<file path="config.mk">
export PLATFORM = sky130hd
export DESIGN_NAME = nsx_exec
export DESIGN_NICKNAME = d
export VERILOG_FILES = /design/src/rtl/nsx_pkg.sv /design/src/rtl/nsx_exec.sv
export SDC_FILE = /design/constraint.sdc
export NUM_CORES = 1
export LEC_CHECK = 0
export BUFFER_PORTS_ARGS = -buffer_cell sky130_fd_sc_hd__buf_2
export CAP_MARGIN = 10
export CORE_MARGIN = 2
export CORE_UTILIZATION = 30
export DETAILED_ROUTE_END_ITERATION = 8
export GPL_ROUTABILITY_DRIVEN = 0
export PLACE_DENSITY = 0.62
export SYNTH_ARGS = -nofsm -noshare
export SYNTH_HDL_FRONTEND = slang
export SYNTH_SLANG_ARGS = --single-unit
</file>
<file path="constraint.sdc">
create_clock -name sys_clk -period 4.85 [get_ports sys_clk]
set_input_delay 0.97 -clock sys_clk [delete_from_list [all_inputs] [get_ports sys_clk]]
set_output_delay 0.97 -clock sys_clk [all_outputs]
set_load 0.005 [all_outputs]
</file>
<file path="src/rtl/nsx_pkg.sv">
package nsx_pkg;
	// Data and operand widths
	localparam int DATA_W = 8;
	localparam int FADDR_W = 7;
	localparam int FADDR_MAX = 127;
	// Port direction load operand codes
	localparam logic [FADDR_W-1:0] PORT_A_SEL = 7'h05;
	localparam logic [FADDR_W-1:0] PORT_B_SEL = 7'h06;
	localparam logic [FADDR_W-1:0] PORT_C_SEL = 7'h07;
	// Destination bit encodings
	localparam logic DEST_W = 1'h0;
	localparam logic DEST_F = 1'h1;
	// Reset values
	localparam logic [DATA_W-1:0] W_RESET = 8'h00;
	localparam logic [DATA_W-1:0] DIR_RESET = 8'hff;
	localparam logic ZERO_RESET = 1'h0;

	// Operation select
	typedef enum logic [2:0] {
		NSX_NOP,
		NSX_NIBBLE_EXCHANGE_OP,
		NSX_PORT_DIRECTION_LOAD_OP,
		NSX_XOR_IMMEDIATE_OP,
		NSX_XOR_FILE_OP
	} nsx_op_type;

	// One instruction handed to the datapath
	typedef struct packed {
		logic valid;
		nsx_op_type op;
		logic dest;
		logic [FADDR_W-1:0] faddr;
		logic [DATA_W-1:0] literal;
		logic [DATA_W-1:0] fdata;
	} nsx_instr_type;

	// File register write-back request
	typedef struct packed {
		logic we;
		logic [FADDR_W-1:0] addr;
		logic [DATA_W-1:0] data;
	} nsx_fwrite_type;

	// Port direction registers
	typedef struct packed {
		logic [DATA_W-1:0] port_a_direction;
		logic [DATA_W-1:0] port_b_direction;
		logic [DATA_W-1:0] port_c_direction;
	} nsx_dir_type;

	// Whole state of the datapath
	typedef struct packed {
		logic [DATA_W-1:0] wreg;
		logic zero;
		nsx_dir_type dir;
		nsx_fwrite_type fwrite;
		logic done;
	} nsx_state_type;
endpackage

</file>
<file path="src/rtl/nsx_exec.sv">
// How it works
// - Nibble exchange puts f<3:0> into result<7:4> and f<7:4> into result<3:0>, flags untouched.
// - With a destination bit, 0 sends the result to the working register and 1 back to file f (0..127).
// - Port direction load copies the working register to port A, B or C direction for operand 5, 6, 7.
// - Immediate XOR combines the working register with an 8-bit literal into the working register, zero only.
// - File XOR combines the working register with file f to the chosen destination, zero only.
`timescale 1ns/1ps
module nsx_exec
	import nsx_pkg::*;
(
	input wire logic sys_clk,
	input wire logic rst_n,
	input nsx_instr_type instr,
	output logic [DATA_W-1:0] wreg,
	output logic zero_flag,
	output nsx_dir_type port_dirs,
	output nsx_fwrite_type fwrite,
	output logic done
);

	// Count of port direction registers
	localparam int N_PORTS = 3;

	// Operand codes per port, port C in the lowest slot like the struct
	localparam logic [N_PORTS*FADDR_W-1:0] DIR_SEL = {PORT_A_SEL, PORT_B_SEL, PORT_C_SEL};

	// Registered state
	nsx_state_type state_ff;

	// Next value of the registered state
	nsx_state_type nxt_state;

	// Instruction valid this cycle
	logic op_live;

	// One-hot operation decode
	logic is_swap;
	logic is_dir_load;
	logic is_xor_imm;
	logic is_xor_file;
	logic op_known;

	// Destination bit decode
	logic dest_file;

	// Operands as seen this cycle
	logic [DATA_W-1:0] w_cur;
	logic [DATA_W-1:0] f_cur;
	logic [DATA_W-1:0] k_cur;

	// Per-operation results
	logic [DATA_W-1:0] swap_res;
	logic [DATA_W-1:0] xor_imm_res;
	logic [DATA_W-1:0] xor_file_res;

	// Selected result and its zero test
	logic [DATA_W-1:0] result;
	logic result_zero;

	// Load enables of the working register, file and flag
	logic w_load;
	logic f_load;
	logic z_load;

	// Direction register select and load per port
	logic [N_PORTS-1:0] dir_hit;
	logic [N_PORTS-1:0] dir_load;

	// Direction registers flattened, current and next
	logic [N_PORTS*DATA_W-1:0] dir_cur;
	logic [N_PORTS*DATA_W-1:0] dir_nxt;

	// Valid qualifies each operation decode below; the destination and operand match decodes do not use it
	assign op_live = instr.valid;

	// Nibble exchange decode
	assign is_swap = op_live && (instr.op == NSX_NIBBLE_EXCHANGE_OP);

	// Direction load decode
	assign is_dir_load = op_live && (instr.op == NSX_PORT_DIRECTION_LOAD_OP);

	// Immediate XOR decode
	assign is_xor_imm = op_live && (instr.op == NSX_XOR_IMMEDIATE_OP);

	// File XOR decode
	assign is_xor_file = op_live && (instr.op == NSX_XOR_FILE_OP);

	// Any executed op; a no-op or an unused code gives no done pulse
	assign op_known = is_swap || is_dir_load || is_xor_imm || is_xor_file;

	// Destination: 1 means back to the file register
	assign dest_file = (instr.dest == DEST_F);

	// Working register as registered before this edge
	assign w_cur = state_ff.wreg;

	// File register content supplied by fetch in the same cycle
	assign f_cur = instr.fdata;

	// Immediate operand
	assign k_cur = instr.literal;

	// Swap the two nibbles of the file operand
	assign swap_res = {f_cur[3:0], f_cur[7:4]};

	// Working register XOR literal
	assign xor_imm_res = w_cur ^ k_cur;

	// Working register XOR file operand
	assign xor_file_res = w_cur ^ f_cur;

	// Result select by operation
	assign result = is_swap ? swap_res : (is_xor_imm ? xor_imm_res : xor_file_res);

	// Zero test over all eight result bits
	assign result_zero = (result == '0);

	// Working register takes immediate XOR, or swap and file XOR with d = 0
	assign w_load = is_xor_imm || ((is_swap || is_xor_file) && !dest_file);

	// File write-back for swap and file XOR with d = 1
	assign f_load = (is_swap || is_xor_file) && dest_file;

	// Only the two XOR ops touch the zero flag, swap leaves it alone
	assign z_load = is_xor_imm || is_xor_file;

	// Current direction registers as one vector
	assign dir_cur = state_ff.dir;

	// One select and load path per direction register
	generate
		for (genvar i = 0; i < N_PORTS; i++)
		begin : g_dir
			// Old content of this port's register
			logic [DATA_W-1:0] old_dir;
			assign old_dir = dir_cur[i*DATA_W +: DATA_W];

			// Operand match for this port
			assign dir_hit[i] = (instr.faddr == DIR_SEL[i*FADDR_W +: FADDR_W]);

			// Load only on a matching direction load
			assign dir_load[i] = is_dir_load && dir_hit[i];

			// Copy the working register or keep the old value
			assign dir_nxt[i*DATA_W +: DATA_W] = dir_load[i] ? w_cur : old_dir;
		end
	endgenerate

	// Next state
	always_comb
	begin
		// Hold everything unless an op says otherwise
		nxt_state = state_ff;

		// Working register load
		if (w_load)
		begin
			nxt_state.wreg = result;
		end

		// Zero flag load
		if (z_load)
		begin
			nxt_state.zero = result_zero;
		end

		// Direction registers, unmatched operands load nothing
		nxt_state.dir = dir_nxt;

		// Write strobe lasts one cycle
		nxt_state.fwrite.we = f_load;

		// Address and data hold their last value between writes
		if (f_load)
		begin
			nxt_state.fwrite.addr = instr.faddr;
			nxt_state.fwrite.data = result;
		end

		// One done pulse per executed op
		nxt_state.done = op_known;
	end

	// State register, synchronous reset
	always_ff @(posedge sys_clk)
	begin
		if (!rst_n)
		begin
			// Working register cleared
			state_ff.wreg <= W_RESET;
			// Zero flag cleared
			state_ff.zero <= ZERO_RESET;
			// All port pins start as inputs
			state_ff.dir <= {DIR_RESET, DIR_RESET, DIR_RESET};
			// No write-back pending
			state_ff.fwrite <= '0;
			// No completion pulse
			state_ff.done <= 1'h0;
		end
		else
		begin
			// Normal update
			state_ff <= nxt_state;
		end
	end

	// Working register output
	assign wreg = state_ff.wreg;

	// Zero flag output
	assign zero_flag = state_ff.zero;

	// Direction register outputs
	assign port_dirs = state_ff.dir;

	// File write-back output
	assign fwrite = state_ff.fwrite;

	// Completion pulse output
	assign done = state_ff.done;
endmodule // nsx_exec

</file>
# ---- After elaboration in Yosys (flattened, before gate mapping)
# Index checks and enable logic that the tools add are counted.
dict set report word_totals {
  reg_bits 50
  inputBits 30
  out_inout_bits 50
  elab_cells 37
}
dict set report classes {
  n_eq_ne 7
  n_mux 2
  n_bitwise 2
  reduce_logical 17
}
# op count
set ops {}
lappend ops {{7-bit by 3-bit == test with 1-bit output (second input constant)} 3}
lappend ops {{8-bit two-way mux} 2}
lappend ops {{8-bit XOR} 2}
lappend ops {{1-bit logical AND} 9}
lappend ops {{8-bit zero test} 1}
lappend ops {{3-bit by 2-bit == test with 1-bit output (second input constant)} 2}
lappend ops {{1-bit logical OR} 6}
lappend ops {{3-bit by 1-bit == test with 1-bit output (second input constant)} 1}
lappend ops {{3-bit == test (second input constant)} 1}
lappend ops {{1-bit zero test} 1}

# ---- Depth between registers and ports, before layout
# Gate-level depths: netlist (run 1).
dict set report depth {
  ltp_word 5
  ltp_mapped 8
  ltp_nobuf 5
}

# ---- Worst setup path after synthesis (run 1)
# Ideal clock, no wire load.
dict set report synth_timing {
  path_type {input port to flip-flop}
  startpoint {input instr[26] (netlist bit)}
  endpoint {register state_ff (netlist bit zero_flag)}
  setup_ns 0.115
  arrival_ns 2.102
  t_required_ns 4.735
  slack_ns 2.632
  cell_stages 6
  path_buffers 2
  cell_sequence {buf_6 nand3b_1 buf_2 a22o_1 a211o_1 a31o_1}
}
dict set report synth_between {
  elab_chain_cells 5
  elab_cells_between_ends 10
  cone_classes {eq/ne (3); mux (2); reduce/logical (5)}
}
# item line_no
set synth_rtl {}
lappend synth_rtl {{start: declaration} nsx_exec.sv:13} ;# input nsx_instr_type instr,
lappend synth_rtl {{3-bit by 2-bit == test with 1-bit output} nsx_exec.sv:83} ;# assign is_xor_imm = op_live && (instr.op == NSX_XOR_IMMEDIATE_OP);
lappend synth_rtl {{1-bit logical AND} nsx_exec.sv:83}
lappend synth_rtl {{8-bit two-way mux (2 in series)} nsx_exec.sv:113} ;# assign result = is_swap ? swap_res : (is_xor_imm ? xor_imm_res : xor_file_res);
lappend synth_rtl {{8-bit zero test} nsx_exec.sv:116} ;# assign result_zero = (result == '0);
lappend synth_rtl {{end signal: assignment} nsx_exec.sv:203} ;# state_ff <= nxt_state;
lappend synth_rtl {{end: declaration} nsx_exec.sv:28} ;# nsx_state_type state_ff;
# Parallel ways exist; a longest one is shown, timed or not.
# A chain may end at the register's enable or synchronous reset.

# ---- Final worst setup path (run 1)
dict set report layout_timing {
  startpoint {input instr[26] (netlist bit)}
  endpoint {register fwrite[13] (netlist name)}
}
dict set report layout_between {
  elab_chain_cells 4
  elab_cells_between_ends 6
  cone_classes {eq/ne (2); reduce/logical (4)}
}
# item line_no
set layout_rtl {}
lappend layout_rtl {{3-bit by 1-bit == test with 1-bit output or 3-bit == test (tied branches)} {nsx_exec.sv:77, nsx_exec.sv:86}}
lappend layout_rtl {{1-bit logical AND, on equally long branches} {nsx_exec.sv:77, nsx_exec.sv:86}}
lappend layout_rtl {{1-bit logical OR (*)} nsx_exec.sv:122} ;# assign f_load = (is_swap || is_xor_file) && dest_file;
lappend layout_rtl {{1-bit logical AND (*)} nsx_exec.sv:122}
# Every way passes the cells marked *; elsewhere a longest branch is shown, timed or not.

==> results of run 1 <==
[power breakdown]
| group | internal (mW) | switching [mW] | leakage [nW] | total [mW] |
|---|---|---|---|---|
| Combinational | 0.0411 | 0.0465 | 0.998 | 0.0876 |
| Sequential | 0.419 | 0.0102 | 0.406 | 0.429 |
| Clock | 0.155 | 0.147 | 0.0585 | 0.302 |
[layout make-up]
cell class / instances / area, µm²
well taps: 99 / 124
repair buffers: 79 / 395
inverters: 7 / 26.3
fillers: 788 / 4470
clock buffers: 5 / 68.8
clock inverters: 3 / 43.8
flip-flops and latches: 50 / 1000
multi-input cells: 156 / 1090
[kinds of logic after synthesis]
family	synth area share (%)
and+or+nand+nor	16.8
muxes	5.87
AOI/OAI and AO/OA	20.0
buffers and inverters	5.81
xor gates and xnor gates	6.32
DFF	45.1
[path summary, 6_finish.rpt]
check | from | slack [ns] | end | depth (start not counted)
min reg2reg | g_dir[2].old_dir[5] | 0.48 | g_dir[2].old_dir[5] | 2
max reg2reg | wreg[5] | 3.28 | zero_flag | 4
min | g_dir[2].old_dir[5] | 0.48 | g_dir[2].old_dir[5] | 2
max | instr[26] | 2.61 | fwrite[13] | 5
[sequential cells by signal (all words and copies together) (netlist names)]
signal and count:
zero_flag 1, wreg 8, done 1, g_dir.old_dir 24
fwrite 16
[per-stage QoR]
step | power, mW | std cells | worst slack (ns) | cell area, µm²
2_1_floorplan | 0.493 | 231 | 2.63 | 2220
3_5_place_dp | 0.527 | 391 | 2.25 | 2630
3_3_place_gp | 0.526 | 391 | 2.28 | 2630
4_1_cts | 0.828 | 399 | 2.59 | 2750
6_report | 0.819 | 399 | 2.61 | 2750
5_1_grt | 0.855 | 399 | 2.41 | 2750
[layout by cell type, fill, tap and decap left out, types with 4 or more instances in the layout]
| cell type | count |
|---|---|
| sky130_fd_sc_hd__mux2i_1 | 13 |
| sky130_fd_sc_hd__clkbuf_8 | 5 |
| sky130_fd_sc_hd__dfxtp_1 | 50 |
| sky130_fd_sc_hd__buf_2 | 79 |
| sky130_fd_sc_hd__o211a_1 | 14 |
| sky130_fd_sc_hd__nand2_1 | 42 |
| sky130_fd_sc_hd__a22o_1 | 7 |
| sky130_fd_sc_hd__a21oi_1 | 11 |
| sky130_fd_sc_hd__inv_1 | 7 |
| sky130_fd_sc_hd__xor2_1 | 16 |
| sky130_fd_sc_hd__o211ai_1 | 18 |
| sky130_fd_sc_hd__nor2_1 | 4 |
| sky130_fd_sc_hd__nor2b_1 | 8 |
[worst max-delay path, cell delays in order]
cell	delay (ns)
sky130_fd_sc_hd__buf_2	0.17
sky130_fd_sc_hd__xor2_1	0.15
sky130_fd_sc_hd__and3_1	0.81
sky130_fd_sc_hd__mux2i_1	0.28
sky130_fd_sc_hd__nor2b_1	0.06
[layer usage]
layer / vias up / part of all wire (%)
li1: 949 / -
met1: 876 / 49
met3: 6 / 4.4
met5: - / 0
met4: 0 / 0.92
met2: 53 / 46
==> results.sh, run 1 <==
export IMPL_antenna_cells=0
export IMPL_critPathLaunchType="input pin"
export IMPL_htree_levels=2
export IMPL_clock_root_buffer="sky130_fd_sc_hd__clkbuf_8"
export IMPL_ctsResizeCount=0
export IMPL_synth_edff_count=0
export IMPL_cts_tree="built"
export IMPL_timing_clock_skew_ns=0.0126
export IMPL_post_synth_top_count_cell="sky130_fd_sc_hd__dfxtp_1"
export IMPL_timing_hold_violations_final=0
export IMPL_power_density_mw_per_mm2=298
export IMPL_drcViolationCount=0
export IMPL_post_synth_top_area_fraction_pct=45.1
export IMPL_outcome="finished clean"
export IMPL_post_route_util_pct=38.1
export IMPL_ys_top_cells_by_area="sky130_fd_sc_hd__dfxtp_1, sky130_fd_sc_hd__nand2_1, sky130_fd_sc_hd__o211a_1, sky130_fd_sc_hd__xor2_1, sky130_fd_sc_hd__o211ai_1"
export IMPL_count_of_warnings_emitted_by_yosys=0
export IMPL_synthesis_area_mm2=0.00222
export IMPL_rows=31
export IMPL_numPortBuffers=79
export IMPL_viasPerCell=4.72
export IMPL_cts_setup_buffers=0
export IMPL_vias=1884
export IMPL_post_route_period_util_pct=46.3
export IMPL_yosysUniqueCellTypes=33
export IMPL_maximum_number_of_pins_on_one_net_before_global_route_repair=51
export IMPL_rsz0062_at_grt="no"
export IMPL_timing_critical_path_fanout_max=24
export IMPL_setup_viol_count_final=0
export IMPL_grt_util_met2_pct=23.0
export IMPL_timing_critical_path_arrival_ns=2.44
export IMPL_synth_top_flop_cell="sky130_fd_sc_hd__dfxtp_1"
export IMPL_clk_path_buf_depth=2
export IMPL_max_freq_ghz=0.446
export IMPL_clock_insertion_delay_worst_skew_ns=0.31
export IMPL_io_pins=80
export IMPL_synthArstFlopShare_pct=0
export IMPL_initial_core_util_pct=30.7
export IMPL_mappedNetlistNets=261
export IMPL_clk_pin_slew_worst_paths_ns=0.09
export IMPL_globalRouteMet3Util_pct=3.19
export IMPL_core_area_mm2=0.00721
export IMPL_die_h_um=90.0
export IMPL_clkSinkCount=50
export IMPL_timing_hold_ws_ns=0.477
export IMPL_per_cell_routed_wire_length_um=13.9
export IMPL_drive_gt1_share_pct=30.7
export IMPL_horiz_die_dim_um=90.0
export IMPL_cellLeakagePower_nw=1.46
export IMPL_synth_ff_latch_count=50
export IMPL_period_needed_ns=2.24
export IMPL_worst_vdd_ir_mv=0.115
export IMPL_ant_nets=0
export IMPL_detailedRoute_firstIterationViolations=44
export IMPL_finalNetCount=329
export IMPL_initial_antenna_violation_count=0
export IMPL_number_of_pins_with_negative_max_slew_slack_in_the_final_report=0
export IMPL_design_die_area_mm2=0.00809
export IMPL_crit_path_end_kind="flop"
export IMPL_grt_overflow=0
export IMPL_hold_path_class="flop to flop"
export IMPL_setup_tns_ns=0
export IMPL_grt_first_pass_wirelength_um=9050
export IMPL_worst_tran_pin_value_ns=0.974
export IMPL_cp_data_required_time_ns=5.05
export IMPL_max_cap_violations=0
export IMPL_areaGrowthSynthToFinish_pct=23.9
export IMPL_vias_in_the_first_global_route=1844
export IMPL_synth_area_per_cell_um2=9.60
export IMPL_grt_busiest_layer="met2"
export IMPL_overall_global_routing_resource_usage_pct=13.8
export IMPL_syn_instance_count=231
export IMPL_postCtsHoldBufs=0
export IMPL_cts_buffers_inserted=5
export IMPL_use_met1_pct=18.3
export IMPL_dr_pass1_iters=4
export IMPL_detailedPlacementHpwl_um=4060
export IMPL_maxSlewHeadroom_pct=35.0
export IMPL_synth_commonest_cells="sky130_fd_sc_hd__dfxtp_1, sky130_fd_sc_hd__nand2_1, sky130_fd_sc_hd__o211ai_1, sky130_fd_sc_hd__xor2_1, sky130_fd_sc_hd__o211a_1"
export IMPL_detail_route_wirelength_um=5560
export IMPL_critical_path_class="input pin to flop"
export IMPL_synth_top_area_cell="sky130_fd_sc_hd__dfxtp_1"
export IMPL_synth_seq_area_share_pct=45.1
Power figures use the tool's default switching activity.
==> run 2: changes to the inputs <==
--- a/config.mk
+++ b/config.mk
@@ -11,7 +11,7 @@
 export CORE_UTILIZATION = 30
 export DETAILED_ROUTE_END_ITERATION = 8
 export GPL_ROUTABILITY_DRIVEN = 0
-export PLACE_DENSITY = 0.62
+export PLACE_DENSITY = 0.64
 export SYNTH_ARGS = -nofsm -noshare
 export SYNTH_HDL_FRONTEND = slang
 export SYNTH_SLANG_ARGS = --single-unit
==> constraint.sdc (replaced) <==
create_clock -name sys_clk -period 1.9 [get_ports sys_clk]
set_input_delay 0.38 -clock sys_clk [delete_from_list [all_inputs] [get_ports sys_clk]]
set_output_delay 0.38 -clock sys_clk [all_outputs]
set_load 0.005 [all_outputs]
==> results.sh, run 2 (synthesis gave the netlist of run 1 again) <==
export IMPL_outcome="finished clean"
export IMPL_max_cap_violations=0
export IMPL_die_h_um=90.0
export IMPL_clkSinkCount=50
export IMPL_power_density_mw_per_mm2=788
export IMPL_design_die_area_mm2=0.00809
export IMPL_final_cells=409
export IMPL_post_route_period_util_pct=79.3
export IMPL_cts_tree="built"
export IMPL_clk_pin_slew_worst_paths_ns=0.09
export IMPL_timing_critical_path_arrival_ns=1.75
export IMPL_crit_path_end_kind="flop"
export IMPL_worst_tran_pin_value_ns=0.397
export IMPL_timing_clock_skew_ns=0.00451
export IMPL_layout_area_seq_mm2=0.00100
export IMPL_period_needed_ns=1.51
export IMPL_overall_global_routing_resource_usage_pct=13.9
export IMPL_io_pins=80
export IMPL_grt_first_pass_wirelength_um=9070
export IMPL_vias=1938
export IMPL_htree_levels=2
export IMPL_cell_count_of_the_worst_reg_to_reg_path=5
export IMPL_placedCellCount=401
export IMPL_dr_pass1_iters=4
export IMPL_viasPerCell=4.74
export IMPL_layout_commonest_cell="sky130_fd_sc_hd__buf_2"
export IMPL_ant_nets=0
export IMPL_critical_path_class="flop to flop"
export IMPL_num_fill_cells=767
export IMPL_numPortBuffers=79
export IMPL_cp_data_required_time_ns=2.15
export IMPL_rsz0062_at_grt="no"
export IMPL_ctsResizeCount=0
export IMPL_worst_vdd_ir_mv=0.316
export IMPL_per_cell_routed_wire_length_um=13.7
export IMPL_finalNetCount=339
export IMPL_critPathLaunchType="flop"
export IMPL_reg2reg_setup_slack_ns=0.39
export IMPL_vias_in_the_first_global_route=1797
export IMPL_initial_antenna_violation_count=0
export IMPL_number_of_pins_with_negative_max_slew_slack_in_the_final_report=0
export IMPL_rows=31
export IMPL_timing_hold_violations_final=0
export IMPL_detailedPlacementHpwl_um=4310
export IMPL_timing_critical_path_fanout_max=5
export IMPL_holdPathEnd="done"
export IMPL_setup_tns_ns=0
export IMPL_largest_register_ffs=24
export IMPL_cts_buffers_inserted=5
export IMPL_cellLeakagePower_nw=1.53
export IMPL_regToRegEndpoint="zero_flag"
export IMPL_critical_path_reg2reg_startpoint="wreg[1]"
export IMPL_clk_path_buf_depth=2
export IMPL_antenna_cells=0
export IMPL_clock_root_buffer="sky130_fd_sc_hd__clkbuf_8"
export IMPL_detailedRoute_firstIterationViolations=48
export IMPL_max_freq_ghz=0.664
export IMPL_core_area_mm2=0.00721
export IMPL_detail_route_wirelength_um=5610
export IMPL_hold_path_class="input pin to flop"
export IMPL_most_common_layout_cells="sky130_fd_sc_hd__buf_2, sky130_fd_sc_hd__dfxtp_1, sky130_fd_sc_hd__nand2_1"
export IMPL_horiz_die_dim_um=90.0
export IMPL_area_of_the_multi_input_gates_mm2=0.00109
export IMPL_postCtsHoldBufs=0
export IMPL_cts_setup_buffers=0
export IMPL_maxSlewHeadroom_pct=73.6
export IMPL_hold_start="rst_n"
export IMPL_drive_gt1_share_pct=32.9
export IMPL_clock_insertion_delay_worst_skew_ns=0.30
export IMPL_maximum_number_of_pins_on_one_net_before_global_route_repair=27
export IMPL_hold_path_cell_count=3
export IMPL_grt_overflow=0
export IMPL_areaGrowthSynthToFinish_pct=28.6
export IMPL_initial_core_util_pct=30.7
export IMPL_setup_worst_path_start="wreg[1]"
export IMPL_setup_viol_count_final=0
export IMPL_drcViolationCount=0
[run 2: cell count changes in the layout (fill, tap and decap cells not counted)]
cell | before | now
sky130_fd_sc_hd__buf_4 | 0 | 10
sky130_fd_sc_hd__bufinv_16 | 1 | 2
sky130_fd_sc_hd__clkbuf_8 | 5 | 6
sky130_fd_sc_hd__clkinv_2 | 1 | 0
sky130_fd_sc_hd__inv_6 | 1 | 0
[run 2: worst max-delay path, cell delays in order (launching register included)]
cell and delay (ns):
sky130_fd_sc_hd__dfxtp_1 0.38, sky130_fd_sc_hd__xor2_1 0.18, sky130_fd_sc_hd__a22o_1 0.23, sky130_fd_sc_hd__a21oi_1 0.25, sky130_fd_sc_hd__and4_1 0.28, sky130_fd_sc_hd__a31o_1 0.14
[run 2: routing by layer]
layer	global-route usage [%]	routed length [µm]
met1	17.7	2620
met2	23.5	2660
met3	3.94	284
met4	3.08	45
met5	0	0
[run 2: cell type report]
| cell class | count | share of cell area [%] |
|---|---|---|
| Multi-Input combinational cell | 156 | 38.1 |
| Sequential cell | 50 | 35.1 |
| Timing Repair Buffer | 89 | 16.5 |
| Tap cell | 99 | 4.34 |
| Clock buffer | 6 | 2.90 |
| Clock inverter | 2 | 2.11 |
| Inverter | 7 | 0.921 |
[run 2: per-stage QoR]
stage	hold WS (ns)	util [%]	power [mW]	cell area, µm²	setup WS [ns]
6_report	0.354	39.5	2.25	2850	0.394
5_1_grt	0.355	39.5	2.35	2850	0.293
4_1_cts	0.349	39.5	2.28	2850	0.380
3_5_place_dp	0.464	37.5	1.36	2710	0.0883
3_3_place_gp	0.457	37.5	1.36	2710	0.121
2_1_floorplan	0.470	-	1.26	2220	0.272
[run 2: how the worst max path moves through the flow]
stage | end | slack [ns] | cells past startpoint
floorplan | zero_flag | 0.27 | 6
finish | zero_flag | 0.39 | 5
detailed placement | g_dir[0].old_dir[5] | 0.09 | 6
CTS | zero_flag | 0.38 | 5
global route | g_dir[0].old_dir[6] | 0.29 | 6
global placement | g_dir[0].old_dir[5] | 0.12 | 6
[run 2: where the power goes]
part           switching (mW)  internal (mW)  total [mW]
Clock                   0.347          0.561       0.909
Combinational           0.127          0.118       0.245
Sequential             0.0232           1.07        1.09
Total                   0.498           1.75        2.25
==> run 3: changes to the inputs <==
==> constraint.sdc (replaced) <==
create_clock -name sys_clk -period 1.25 [get_ports sys_clk]
set_input_delay 0.25 -clock sys_clk [delete_from_list [all_inputs] [get_ports sys_clk]]
set_output_delay 0.25 -clock sys_clk [all_outputs]
set_load 0.005 [all_outputs]
==> results.sh, run 3 (synthesis gave the netlist of run 1 again) <==
export IMPL_grt_first_pass_wirelength_um=9340
export IMPL_pwr_share_seq_pct=50.2
export IMPL_htree_levels=2
export IMPL_detailedRoute_firstIterationViolations=59
export IMPL_numPortBuffers=79
export IMPL_detail_route_wirelength_um=5770
export IMPL_power_density_mw_per_mm2=1060
export IMPL_viasPerCell=4.63
export IMPL_max_freq_ghz=0.742
export IMPL_dr_pass1_iters=4
export IMPL_cts_buffers_inserted=5
export IMPL_switching_fraction_of_total_power_pct=24.8
export IMPL_reg2reg_setup_slack_ns=-0.1
export IMPL_hold_start="instr[20]"
export IMPL_core_area_mm2=0.00721
export IMPL_critical_path_reg2reg_startpoint="wreg[5]"
export IMPL_initial_antenna_violation_count=0
export IMPL_io_pins=80
export IMPL_clk_path_buf_depth=2
export IMPL_initial_core_util_pct=30.7
export IMPL_period_needed_ns=1.35
export IMPL_cts_tree="built"
export IMPL_cp_data_required_time_ns=1.51
export IMPL_detailedPlacementHpwl_um=4320
export IMPL_holdPathEnd="fwrite[12]"
export IMPL_maxSlewHeadroom_pct=77.5
export IMPL_vias_in_the_first_global_route=1929
export IMPL_antenna_cells=0
export IMPL_post_route_period_util_pct=108
export IMPL_grt_overflow=0
export IMPL_most_common_layout_cells="sky130_fd_sc_hd__buf_2, sky130_fd_sc_hd__dfxtp_1, sky130_fd_sc_hd__nand2_1"
export IMPL_comb_power_share_pct=14.4
export IMPL_regToRegEndpoint="zero_flag"
export IMPL_power_internal_mw=2.48
export IMPL_cell_count_of_the_worst_reg_to_reg_path=5
export IMPL_final_critical_path_setup_slack_ns=-0.0969
export IMPL_setup_viol_count_final=5
export IMPL_drcViolationCount=0
export IMPL_clock_root_buffer="sky130_fd_sc_hd__clkbuf_8"
export IMPL_vias=1992
export IMPL_sw_pwr_mw=0.818
export IMPL_setup_tns_ns=-0.266
export IMPL_final_cells=430
export IMPL_critical_path_class="flop to flop"
export IMPL_violated_checks="negative setup slack"
export IMPL_clk_pin_slew_worst_paths_ns=0.09
export IMPL_timing_critical_path_fanout_max=4
export IMPL_ant_nets=0
export IMPL_clock_insertion_delay_worst_skew_ns=0.31
export IMPL_hold_path_class="input pin to flop"
export IMPL_horiz_die_dim_um=90.0
export IMPL_finalNetCount=360
export IMPL_overall_global_routing_resource_usage_pct=14.3
export IMPL_critPathLaunchType="flop"
export IMPL_rows=31
export IMPL_layout_commonest_cell="sky130_fd_sc_hd__buf_2"
export IMPL_postCtsHoldBufs=0
export IMPL_layout_area_seq_mm2=0.00101
export IMPL_timing_clock_skew_ns=0.00370
export IMPL_placedCellCount=418
export IMPL_worst_vdd_ir_mv=0.468
export IMPL_max_cap_violations=0
export IMPL_design_die_area_mm2=0.00809
export IMPL_per_cell_routed_wire_length_um=13.4
export IMPL_timing_hold_violations_final=0
export IMPL_rsz0062_at_grt="yes"
export IMPL_maximum_number_of_pins_on_one_net_before_global_route_repair=40
export IMPL_hold_path_cell_count=3
export IMPL_num_fill_cells=759
export IMPL_drive_gt1_share_pct=42.6
export IMPL_area_of_the_multi_input_gates_mm2=0.00115
export IMPL_report_power_total_mw=3.29
export IMPL_clkSinkCount=50
export IMPL_outcome="complete, but fails checks"
export IMPL_timing_critical_path_arrival_ns=1.61
export IMPL_cellLeakagePower_nw=1.68
export IMPL_share_clk_of_total_power_pct=35.5
export IMPL_number_of_pins_with_negative_max_slew_slack_in_the_final_report=0
export IMPL_timing_hold_ws_ns=0.215
export IMPL_worst_tran_pin_value_ns=0.338
export IMPL_largest_register_ffs=24
export IMPL_die_h_um=90.0
export IMPL_areaGrowthSynthToFinish_pct=40.6
export IMPL_crit_path_end_kind="flop"
[run 3: cell types whose count changed in the layout (fill, tap and decap cells not counted), moves of 2 or more]
| cell | before | now |
|---|---|---|
| sky130_fd_sc_hd__buf_4 | 10 | 25 |
| sky130_fd_sc_hd__a21oi_1 | 11 | 5 |
| sky130_fd_sc_hd__nand3b_4 | 0 | 2 |
| sky130_fd_sc_hd__buf_12 | 0 | 5 |
| sky130_fd_sc_hd__a21oi_2 | 0 | 6 |
| sky130_fd_sc_hd__nand3b_2 | 2 | 0 |
| sky130_fd_sc_hd__dfxtp_1 | 50 | 42 |
| sky130_fd_sc_hd__dfxtp_2 | 0 | 7 |
[run 3: power by group through the flow]
stage	Combinational, mW	Clock (mW)	Sequential [mW]
final	0.473	1.17	1.65
after global routing	0.521	1.28	1.66
after global placement	0.452	0	1.69
after floorplan	0.246	0	1.69
after CTS	0.466	1.21	1.65
after detailed placement	0.457	0	1.69
[run 3: how the worst max path moves through the flow]
| stage | slack, ns | depth (start not counted) | startpoint | end |
|---|---|---|---|---|
| after global placement | -0.44 | 5 | instr[25] | zero_flag |
| after global routing | -0.16 | 5 | wreg[5] | zero_flag |
| after CTS | -0.15 | 5 | wreg[5] | zero_flag |
| final | -0.1 | 5 | wreg[5] | zero_flag |
| after floorplan | -0.20 | 6 | instr[26] | zero_flag |
| after detailed placement | -0.41 | 5 | instr[25] | zero_flag |
[run 3: metrics by stage]
step | setup slack [ns] | cell area, µm² | utilization [%]
after detailed placement | -0.414 | 2940 | 40.8
final | -0.0969 | 3120 | 43.2
after global routing | -0.159 | 3120 | 43.2
after floorplan | -0.198 | 2340 | -
after global placement | -0.435 | 2940 | 40.8
after CTS | -0.149 | 3070 | 42.5
[run 3: per-layer routing]
layer	GRT usage, %	up-vias	part of all wire, %
met5	0	-	0
met4	3.85	0	1.2
met3	3.86	5	4.8
met2	23.7	51	46
met1	18.4	924	48
li1	-	1012	-
[run 3: area by class of cell]
type / count / share of cell area [%]
Sequential cell: 50 / 32.5
Tap cell: 99 / 3.97
Clock inverter: 3 / 1.40
Clock buffer: 5 / 2.21
Inverter: 7 / 0.843
Multi-Input combinational cell: 156 / 36.8
Timing Repair Buffer: 110 / 22.3
[run 3: repair_timing]
action / in CTS / in global routing
pin swaps: 3 / 4
setup buffers: 1 / 3
resized for setup: 2 / 9
hold endpoints to repair: 0 / 0
endpoints found under the setup margin: 3 / 17
[run 3: worst max-delay path, cell delays in order (launching register included)]
cell	delay, ns
sky130_fd_sc_hd__dfxtp_2	0.36
sky130_fd_sc_hd__buf_6	0.11
sky130_fd_sc_hd__xor2_1	0.15
sky130_fd_sc_hd__a222oi_1	0.27
sky130_fd_sc_hd__and4_1	0.27
sky130_fd_sc_hd__a31o_1	0.14
